## config.mk

```make
export PLATFORM = sky130hd
export DESIGN_NAME = spi_flash_power_down_control
export DESIGN_NICKNAME = d
export VERILOG_FILES = /design/src/verilog/pd_pkg.sv /design/src/verilog/spi_flash_power_down_control.sv
export VERILOG_INCLUDE_DIRS = /design/src /design/src/verilog
export SDC_FILE = /design/constraint.sdc
export NUM_CORES = 1
export LEC_CHECK = 0
export BUFFER_PORTS_ARGS = -buffer_cell sky130_fd_sc_hd__buf_2
export CAP_MARGIN = 40
export CORE_ASPECT_RATIO = 0.7
export CORE_MARGIN = 2
export CORE_UTILIZATION = 60
export CTS_BUF_LIST = sky130_fd_sc_hd__clkbuf_16
export CTS_CLUSTER_DIAMETER = 50
export DETAILED_ROUTE_END_ITERATION = 10
export PLACE_DENSITY = 0.83
export SLEW_MARGIN = 0
export SYNTH_ARGS = -nofsm -noshare
export SYNTH_HDL_FRONTEND = slang
export SYNTH_SLANG_ARGS = --single-unit
```

## constraint.sdc

```tcl
create_clock -name clock -period 4.9 [get_ports clock]
set_clock_uncertainty 0.1 [all_clocks]
set_input_delay 0.98 -clock clock [delete_from_list [all_inputs] [get_ports clock]]
set_output_delay 0.98 -clock clock [all_outputs]
set_load 0.03 [all_outputs]
```

## src/verilog/pd_map.svh

```systemverilog
// Behaviour
// - Standby while deselected and not busy
// - Deep state ignores all but resume
// - Opcode B9h then deselect enters deep
// - Bytes after the opcode byte ignored
// - Short or misaligned entry aborts to standby
// - Power-up lands in standby
// - Deep entry dropped while program busy
// - Opcode ABh then deselect resumes standby
// - Short or misaligned resume stays deep
// - Ultra entry discards both buffers
// - Ultra state ignores every command
// - Opcode 79h then deselect enters ultra
// - Ultra entry dropped while program busy
// - Dummy byte in exit pulse ignored
// - Exit within max time, early frames void
`ifndef PD_MAP_SVH
`define PD_MAP_SVH
// Opcodes
`define PD_OP_DEEP 8'hb9
`define PD_OP_RESUME 8'hab
`define PD_OP_ULTRA 8'h79
// Clock period and maximum state change times
`define PD_CLK_NS 40
`define PD_DEEP_ENTRY_MAX_NS 3000
`define PD_DEEP_RESUME_MAX_NS 35000
`define PD_ULTRA_ENTRY_MAX_NS 3000
`define PD_ULTRA_EXIT_MAX_NS 100000
// Pin to status latency: two synchroniser flops, state flop, status flop
`define PD_PIN_LAT 4
// Timer width and bits per opcode
`define PD_TMR_W 12
`define PD_OP_BITS 8
`endif

```

## src/verilog/pd_pkg.sv

```systemverilog
`default_nettype none
package pd_pkg;
   // Power state machine
   typedef enum logic [2:0] {
      ST_STANDBY = 3'b000,
      ST_DEEP_ENTRY = 3'b001,
      ST_DEEP = 3'b010,
      ST_RESUME = 3'b011,
      ST_ULTRA_ENTRY = 3'b100,
      ST_ULTRA = 3'b101,
      ST_ULTRA_EXIT = 3'b110
   } pd_state_e;
   // Power status seen by the rest of the device
   typedef struct packed {
      logic standby;
      logic deep;
      logic ultra;
      logic cmd_ok;
   } pd_status_s;
   // Raw serial pins
   typedef struct packed {
      logic cs_n;
      logic sck;
      logic si;
   } pd_pins_s;
endpackage : pd_pkg
`default_nettype wire

```

## src/verilog/spi_flash_power_down_control.sv

```systemverilog
`timescale 1ns/1ns
`default_nettype none
`include "pd_map.svh"
module spi_flash_power_down_control
   import pd_pkg::*;
#(
   parameter int TMR_W = `PD_TMR_W
) (
   input wire logic clock,
   input wire logic nrst,
   input wire logic cs_n,
   input wire logic sck,
   input wire logic si,
   input wire logic busy,
   output pd_status_s status,
   output logic buf_discard
);

   ////////////////////////////////////////////////////////////
   // Timing counts
   // Longest times round down, never below one cycle; the pin latency comes
   // out of the budget so the time from the select pin stays inside the maximum
   function automatic int cyc_of(input int ns);
      int c;
      c = ns / `PD_CLK_NS - `PD_PIN_LAT;
      return (c < 1) ? 1 : c;
   endfunction : cyc_of

   localparam int DEEP_CYC = cyc_of(`PD_DEEP_ENTRY_MAX_NS);
   localparam int RES_CYC = cyc_of(`PD_DEEP_RESUME_MAX_NS);
   localparam int ULE_CYC = cyc_of(`PD_ULTRA_ENTRY_MAX_NS);
   localparam int ULX_CYC = cyc_of(`PD_ULTRA_EXIT_MAX_NS);
   // Assertion windows: timer plus decode slack
   localparam int DEEP_WIN = DEEP_CYC + 2;
   localparam int RES_WIN = RES_CYC + 2;
   localparam int ULE_WIN = ULE_CYC + 2;
   localparam int ULX_WIN = ULX_CYC + 2;

   ////////////////////////////////////////////////////////////
   // Pin synchronisers
   pd_pins_s meta_r; // First stage, read only by sync_r
   pd_pins_s sync_r; // Second stage
   pd_pins_s last_r; // Previous sample for edges

   // Two flops per pin, then one more for edge finding
   always_ff @(posedge clock) begin
      if (!nrst) begin
         meta_r <= 3'b100;
         sync_r <= 3'b100;
         last_r <= 3'b100;
      end else begin
         meta_r <= '{cs_n: cs_n, sck: sck, si: si};
         sync_r <= meta_r;
         last_r <= sync_r;
      end
   end

   logic cs_fall; // Select asserted
   logic cs_rise; // Select released
   logic sck_rise; // Sample point of the opcode
   assign cs_fall = last_r.cs_n & ~sync_r.cs_n;
   assign cs_rise = ~last_r.cs_n & sync_r.cs_n;
   assign sck_rise = ~last_r.sck & sync_r.sck & ~sync_r.cs_n;

   ////////////////////////////////////////////////////////////
   // Opcode shifter
   logic [`PD_OP_BITS-1:0] op_r; // First byte of the frame
   logic [2:0] bits_r; // Bit count modulo eight
   logic byte_r; // A whole byte has arrived

   // MSB first; shifting stops after the first byte
   always_ff @(posedge clock) begin
      if (!nrst) begin
         op_r <= 8'h00;
         bits_r <= 3'h0;
         byte_r <= 1'b0;
      end else if (cs_fall) begin
         // New frame starts clean
         bits_r <= 3'h0;
         byte_r <= 1'b0;
      end else if (sck_rise) begin
         bits_r <= bits_r + 3'h1;
         if (!byte_r) begin
            op_r <= {op_r[6:0], sync_r.si};
         end
         if (bits_r == 3'h7) begin
            byte_r <= 1'b1;
         end
      end
   end

   // Whole opcode, released on a byte boundary; later bytes ignored.
   // Shifter state goes in as arguments so the assigns below follow it
   function automatic logic good_cmd(
      input logic [7:0] op, // Captured first byte
      input logic [2:0] bits, // Bit count modulo eight
      input logic whole, // First byte complete
      input logic [7:0] code // Opcode looked for
   );
      return whole && (bits == 3'h0) && (op == code);
   endfunction : good_cmd

   logic hit_deep; // Aligned deep entry opcode
   logic hit_res; // Aligned resume opcode
   logic hit_ule; // Aligned ultra entry opcode
   assign hit_deep = good_cmd(op_r, bits_r, byte_r, `PD_OP_DEEP);
   assign hit_res = good_cmd(op_r, bits_r, byte_r, `PD_OP_RESUME);
   assign hit_ule = good_cmd(op_r, bits_r, byte_r, `PD_OP_ULTRA);

   ////////////////////////////////////////////////////////////
   // Frame ownership
   // Frames begun during a timed transition are void, so an early
   // frame cannot be decoded once the timer has expired
   logic live_r; // Frame began in standby or deep
   logic uframe_r; // Frame began in ultra

   pd_state_e state_r;
   logic [TMR_W-1:0] tmr_r;

   // Tag each frame by the state at its start
   always_ff @(posedge clock) begin
      if (!nrst) begin
         live_r <= 1'b0;
         uframe_r <= 1'b0;
      end else if (cs_fall) begin
         live_r <= (state_r == ST_STANDBY) || (state_r == ST_DEEP);
         uframe_r <= (state_r == ST_ULTRA);
      end else if (cs_rise) begin
         live_r <= 1'b0;
         uframe_r <= 1'b0;
      end
   end

   logic done; // Frame just closed with a live tag
   assign done = cs_rise & live_r;

   ////////////////////////////////////////////////////////////
   // Power state machine and transition timer
   always_ff @(posedge clock) begin
      if (!nrst) begin
         state_r <= ST_STANDBY;
         tmr_r <= '0;
      end else begin
         case (state_r)
            ST_STANDBY: begin
               // Busy program or erase drops both entries
               if (done && hit_deep && !busy) begin
                  state_r <= ST_DEEP_ENTRY;
                  tmr_r <= TMR_W'(DEEP_CYC - 1);
               end else if (done && hit_ule && !busy) begin
                  state_r <= ST_ULTRA_ENTRY;
                  tmr_r <= TMR_W'(ULE_CYC - 1);
               end
            end
            ST_DEEP: begin
               // Only resume is recognised here
               if (done && hit_res) begin
                  state_r <= ST_RESUME;
                  tmr_r <= TMR_W'(RES_CYC - 1);
               end
            end
            ST_ULTRA: begin
               // Any pulse exits, dummy byte or not
               if (cs_rise && uframe_r) begin
                  state_r <= ST_ULTRA_EXIT;
                  tmr_r <= TMR_W'(ULX_CYC - 1);
               end
            end
            ST_DEEP_ENTRY, ST_RESUME, ST_ULTRA_ENTRY, ST_ULTRA_EXIT: begin
               if (tmr_r != '0) begin
                  tmr_r <= tmr_r - 1'b1;
               end else begin
                  case (state_r)
                     ST_DEEP_ENTRY: state_r <= ST_DEEP;
                     ST_ULTRA_ENTRY: state_r <= ST_ULTRA;
                     default: state_r <= ST_STANDBY;
                  endcase
               end
            end
            default: begin
               state_r <= ST_STANDBY;
               tmr_r <= '0;
            end
         endcase
      end
   end

   ////////////////////////////////////////////////////////////
   // Status outputs
   logic ule_go; // Ultra entry accepted this cycle
   assign ule_go = (state_r == ST_STANDBY) && done && hit_ule && !busy && !hit_deep;

   // Registered so the outputs come straight from flops
   always_ff @(posedge clock) begin
      if (!nrst) begin
         status <= 4'b0000;
      end else begin
         status.standby <= (state_r == ST_STANDBY) && sync_r.cs_n && !busy;
         status.deep <= (state_r == ST_DEEP);
         status.ultra <= (state_r == ST_ULTRA);
         status.cmd_ok <= (state_r == ST_STANDBY);
      end
   end

   // One pulse tells the buffers their contents are gone
   always_ff @(posedge clock) begin
      if (!nrst) begin
         buf_discard <= 1'b0;
      end else begin
         buf_discard <= ule_go;
      end
   end

   ////////////////////////////////////////////////////////////
   // Checks
   // Cycles spent waiting in ultra exit; the bound is too long for a
   // delay range, so a counter carries it instead
   logic [TMR_W-1:0] ulx_age_r;

   // Age restarts whenever the exit wait is not running
   always_ff @(posedge clock) begin
      if (!nrst) begin
         ulx_age_r <= '0;
      end else if (state_r == ST_ULTRA_EXIT) begin
         ulx_age_r <= ulx_age_r + 1'b1;
      end else begin
         ulx_age_r <= '0;
      end
   end
endmodule : spi_flash_power_down_control
`default_nettype wire

```

---- After elaboration in Yosys (flattened, before gate mapping) ----
Index checks and enable logic that the tools add are counted.
storage, ports and cells
  bits in latches ......................... 0
  logic and storage cells ................. 93
  bits in writable memories ............... 0
  memories kept ........................... 0
  memory bits (read-only) ................. 0
  input bits .............................. 6
  flip-flop bits (word level) ............. 42
  output and inout port bits .............. 5
cells by class
  multiplexer cells ....................... 16
  reduce and logical (&&, ||, !) cells .... 29
  divide/modulo/power cells ............... 0
  add/sub/neg operators ................... 2
  multiply operators ...................... 0
  $lt $le $gt $ge ......................... 0
  shift operators ......................... 0
  eq/ne operators ......................... 15
  bitwise operators ....................... 11
operators by type and width
  kind                                                                     count
  12-bit 2-to-1 mux                                                        5
  12-bit one-hot mux with 4 select lines                                   1
  8-bit equality test, second input constant                               2
  1-bit logical AND                                                        16
  3-bit 2-to-1 mux                                                         5
  3-bit equality test, second input constant                               4
  3-bit one-hot mux with 4 select lines                                    1
  12-bit nonzero test                                                      1
  12-bit by 1-bit subtractor with 12-bit output, second input constant     1
  8-bit by 7-bit equality test with 1-bit output, second input constant    1
  4-bit AND reduction                                                      2
  3-bit by 2-bit equality test with 1-bit output, second input constant    2
  3-bit zero test                                                          2
  1-bit inverter                                                           6
  3-bit one-hot mux with 2 select lines                                    1
  1-bit bitwise AND                                                        5
  2-bit by 1-bit inequality test with 1-bit output, second input constant  2
  2-bit inequality test, second input constant                             2
  4-bit OR reduction                                                       1
  3-bit by 1-bit adder with 3-bit output, second input constant            1
  3-bit by 1-bit equality test with 1-bit output, second input constant    1
  1-bit 2-to-1 mux                                                         3
  3-bit by 1-bit inequality test with 1-bit output, second input constant  1
  3-bit AND reduction                                                      1
  other kinds (5)                                                          6

---- Logic depth before layout (Yosys ltp) ----
  depth after elaboration ................. 8
  gate-level depth with buffers ........... 8
  mapped depth without buffers ............ 7

---- Least setup slack after synthesis ----
No wires, ideal clock.
  path type ............................... input-to-reg
  from .................................... in busy
  to ...................................... reg tmr_r[9]
  setup slack ............................. 2280 ps
  data required time ...................... 4681 ps
  buffers on the path ..................... 0
  stages .................................. 4
  setup time .............................. 119 ps
  arrival ................................. 2401 ps
  path through ............................ or4_4 -> o21ai_0 -> nand3_1 -> o221a_2
on the way
  longest elaborated chain between the ends .. 4
  elaborated cells between the ends (all ways) .. 7
  classes of those cells .................. eq/ne: 1; mux: 2; reduce/logical: 4
RTL lines
  what                                                                                                    line                                                                      text
  start: declaration                                                                                      spi_flash_power_down_control.sv:14                                        input wire logic busy,
  1-bit zero test (*)                                                                                     spi_flash_power_down_control.sv:147, spi_flash_power_down_control.sv:150
  1-bit logical AND, on equally long branches                                                             spi_flash_power_down_control.sv:147, spi_flash_power_down_control.sv:150
  3-bit by 1-bit inequality test with 1-bit output (no source line) or 12-bit 2-to-1 mux (tied branches)  n/a
  4-bit AND reduction (no source line) or 12-bit one-hot mux with 4 select lines (tied branches)          n/a
  end signal: assignment                                                                                  spi_flash_power_down_control.sv:149                                       tmr_r <= TMR_W'(DEEP_CYC - 1);
  end signal: assignment                                                                                  spi_flash_power_down_control.sv:152                                       tmr_r <= TMR_W'(ULE_CYC - 1);
  end signal: assignment                                                                                  spi_flash_power_down_control.sv:159                                       tmr_r <= TMR_W'(RES_CYC - 1);
  end: declaration                                                                                        spi_flash_power_down_control.sv:118                                       logic [TMR_W-1:0] tmr_r;
Mark *: on every way between the ends. The rest lies on a longest branch, timed or not.
A chain may end at the register's enable or synchronous reset.

---- Worst setup path in the final report ----
  from .................................... reg state_r[2]
  to ...................................... reg tmr_r[9]
on the way
  longest elaborated chain between the ends .. 4
  elaborated cells between the ends (all ways) .. 14
  classes of those cells .................. eq/ne: 10; mux: 1; reduce/logical: 3
RTL lines
  what                                         line                                 text
  start: declaration                           spi_flash_power_down_control.sv:117  pd_state_e state_r;
  start signal: assignment                     spi_flash_power_down_control.sv:141  state_r <= ST_STANDBY;
  start signal: assignment                     spi_flash_power_down_control.sv:148  state_r <= ST_DEEP_ENTRY;
  start signal: assignment                     spi_flash_power_down_control.sv:151  state_r <= ST_ULTRA_ENTRY;
  3-bit equality test (tied with other cells)  spi_flash_power_down_control.sv:144  case (state_r)
  4-bit OR reduction                           spi_flash_power_down_control.sv:144
  2-bit inequality test (no source line)       n/a
  4-bit AND reduction (no source line)         n/a
Parallel ways exist; a longest one is shown, timed or not.

==> flow_metrics.py <==
metrics = {
    "run_status": {
        "outcome": "finished clean",
    },
    "critical_path": {
        "start_kind": "flop",
        "worstPathCellList": "inv_1 -> ha_1 -> nor4b_1 -> nand4_1 -> nand3_1 -> o221a_2",
        "crit_path_end_kind": "flop",
        "critPathArrivalTime_ns": 2.92,
        "worstReg2RegStart": "state_r[2]$_SDFFE_PN0P_",
        "setup.worst_path.end": "tmr_r[9]$_SDFFE_PN0P_",
        "r2r_setup_slack_ns": 2.11,
        "path_max_fanout": 13,
        "cp-startpoint": "state_r[2]$_SDFFE_PN0P_",
        "worstSetupPathType": "reg2reg",
        "cpPeakStageDelay_ns": 0.53,
        "cp.required_ns": 5.03,
        "cpMaxStageDelayCell": "ha_1",
        "r2r_cells": 6,
        "r2r-end": "tmr_r[9]$_SDFFE_PN0P_",
    },
    "grt": {
        "track_usage": 0.262,
        "grtUsageMet3": 0.0923,
        "grt.met2_usage": 0.345,
        "antenna_found_initial": 0,
        "first_global_vias": 1602,
        "grt-ovfl-total": 0,
        "grt_start_max_net_pins": 29,
        "use_met1": 0.390,
        "grt.busiest_layer": "met1",
        "grt_pass1_wl_um": 7640,
    },
    "place": {
        "dpl.cell_count": 290,
        "hpwlAfterDp_um": 3050,
        "gp_congestion": 0.954,
        "detailed_place.area_um2": 2100,
        "place_ws_ns": 1.93,
        "portBuffers": 10,
    },
    "synthesis": {
        "synth-compound-area-share": 0.193,
        "synth_area_per_cell_um2": 8.06,
        "synthMuxAreaShare": 0.0197,
        "ys_seq_area_frac": 0.414,
        "synthAdderAreaFrac": 0.0431,
        "syn_area_um2": 2030,
        "synth_top_family_by_area": "simple AND/OR/NAND/NOR gates",
        "ys_warn_count": 0,
        "synth.ff_latch_count": 42,
        "syn_inst": 252,
        "yosysUniqueCellTypes": 36,
        "synth_simple_gate_area_frac": 0.275,
        "synthesis.nets": 265,
        "synthXorXnorAreaFrac": 0.00863,
    },
    "clock_tree": {
        "cts_buffer_depth": 2,
        "cts_resized": 0,
        "root_buffer": "clkbuf_16",
        "htreeDepth": 2,
        "clock_latency_ns": 0.28,
        "cts.sinks": 42,
        "ctsHoldBuffers": 0,
        "cts_made_buffers": 5,
        "postCtsSetupBuffers": 0,
        "clkTransAtPathRegs_ns": 0.06,
        "tritoncts": "yes",
    },
    "route": {
        "wirelength_um": 4670,
        "drc": 0,
        "drt_iter0_drc": 245,
        "via_per_inst": 6.38,
        "firstDrtPassIters": 5,
        "via_count": 1900,
        "ant_nets": 0,
        "routedWlPerCell_um": 15.7,
    },
    "floorplanning": {
        "die_y_um": 52.7,
        "io_pins": 11,
        "core_area_um2": 3190,
        "dieArea_um2": 3870,
        "rows": 17,
        "floorplan.initialDensity": 0.636,
        "die_w_um": 73.5,
    },
    "timing": {
        "fmax_mhz": 359,
        "setup_viol": 0,
        "rsz0062_at_grt": "no",
        "tightest_slew_ns": 0.642,
        "setup-tns-final_ns": 0,
        "relSlewSlack": 0.569,
        "post-route-period-util": 0.569,
        "hold_violations": 0,
        "fin_ws_ns": 2.11,
        "period_minus_slack_ns": 2.79,
        "slew_violations": 0,
    },
    "hold_path": {
        "hp-class": "reg2reg",
    },
    "pwr": {
        "power_density_nw_per_um2": 325,
        "p_clk_frac": 0.503,
        "switching_share": 0.199,
        "leakage_nw": 0.850,
        "internal-power_uw": 589,
        "peakVddDrop_mv": 0.241,
        "power_frac_seq": 0.471,
        "p_switching_uw": 147,
        "p_comb_frac": 0.026,
        "total_power_uw": 736,
    },
    "layout": {
        "syn2layout_area_growth_pct": 11.5,
        "drive_above_1_share": 0.0808,
        "layout_common_cells": "dfxtp_1 (42), nand2_1 (26), nor2_1 (22), o21ai_0 (22), a21oi_1 (16)",
        "final_common_cell": "dfxtp_1",
        "fin_nets": 272,
        "final-instance-count-excl-fill": 298,
        "diodes": 0,
        "final_design_area_no_fill_um2": 2260,
    },
    "job": {
        "max_cap_viol_count": 0,
    },
}
[power groups by stage]
stage	Sequential [mW]	Clock, mW	Combinational, mW
final	0.346	0.370	0.0194
after global routing	0.347	0.386	0.0212
after CTS	0.346	0.373	0.0192
after detailed placement	0.354	0	0.0190
after global placement	0.354	0	0.0189
after floorplan	0.356	0	0.0113
[critical path, delay by kind of cell (launching register included)]
| kind | cells | cell delay, ns |
|---|---|---|
| compound gates | 1 | 0.25 |
| fa+ha+maj | 1 | 0.53 |
| buf+inv | 1 | 0.11 |
| flops | 1 | 0.45 |
| simple gates | 3 | 1.30 |
[routing by layer]
metal	wire length (µm)	share of wire
met1	2370	0.51
met2	1840	0.39
met4	52	0.011
met5	0	0
met3	405	0.087
[synthesized netlist by cell type]
library cell  number  area [µm²]
or3_1              4        25.0
a41o_1             1        10.0
nor4b_1            2        17.5
o31ai_1            4        30.0
nand3b_1           2        15.0
clkinv_1           1        3.75
mux2i_1            4        40.0
nand4b_1           3        26.3
ha_1               7        87.6
nor3_1            13        65.1
nand3_1           11        55.1
inv_1             12        45.0
o31a_1             2        17.5
a21boi_0           1        7.51
or4_1              1        7.51
nand2_1           26        97.6
and2_1             6        37.5
a211oi_1           2        15.0
clkbuf_1          12        45.0
o221a_2            1        11.3
o21ai_0           22         110
nor4_1             6        37.5
o21a_1             3        22.5
dfxtp_1           42         841
nor2b_1            1        6.26
and3b_1            1        8.76
a21oi_1           16        80.1
nand2b_1           5        31.3
nand4_1            3        18.8
or4_4              1        11.3
nor3b_1            2        15.0
a31oi_1            3        18.8
o311ai_0           7        61.3
o32ai_1            1        8.76
nor2_1            22        82.6
xnor2_1            2        17.5
[state kept, by name, summed over array words and instances, names as in the netlist]
name         count
meta_r           3
sync_r           3
op_r             8
status           4
bits_r           3
last_r           2
uframe_r         1
state_r          3
byte_r           1
live_r           1
tmr_r           12
buf_discard      1
[per-stage QoR]
step                      utilization  hold slack, ns
after detailed placement        0.658           0.296
after global routing            0.710           0.325
after floorplan                     -           0.286
after CTS                       0.710           0.315
after global placement          0.658           0.292
final                           0.710           0.308
[layout make-up]
class / instances / area (µm²)
repair buffers: 12 / 65.1
multi-input cells: 185 / 1100
inverters: 13 / 48.8
clock buffers: 5 / 125
clock inverters: 3 / 41.3
fillers: 248 / 926
flip-flops and latches: 42 / 841
well taps: 38 / 47.5
[worst min path at each step]
stage                          from                   end  slack, ns  cells after the start
6_report       meta_r[2]$_SDFF_PN1_  sync_r[2]$_SDFF_PN1_       0.31                      1
5_1_grt        meta_r[2]$_SDFF_PN1_  sync_r[2]$_SDFF_PN1_       0.32                      1
4_1_cts        meta_r[2]$_SDFF_PN1_  sync_r[2]$_SDFF_PN1_       0.31                      1
3_5_place_dp   meta_r[2]$_SDFF_PN1_  sync_r[2]$_SDFF_PN1_       0.30                      1
3_3_place_gp   meta_r[2]$_SDFF_PN1_  sync_r[2]$_SDFF_PN1_       0.29                      1
2_1_floorplan  meta_r[2]$_SDFF_PN1_  sync_r[2]$_SDFF_PN1_       0.29                      1
[cells by family (layout without fill, tap and decap cells)]
logic type                 after synthesis  in the layout
AOI/OAI and AO/OA                       63             63
xor gates and xnor gates                 2              2
adders and majority gates                7              7
and+or+nand+nor                        109            109
buffers and inverters                   25             33
DFF                                     42             42
muxes                                    4              4
(Power assumes the default switching activity.)
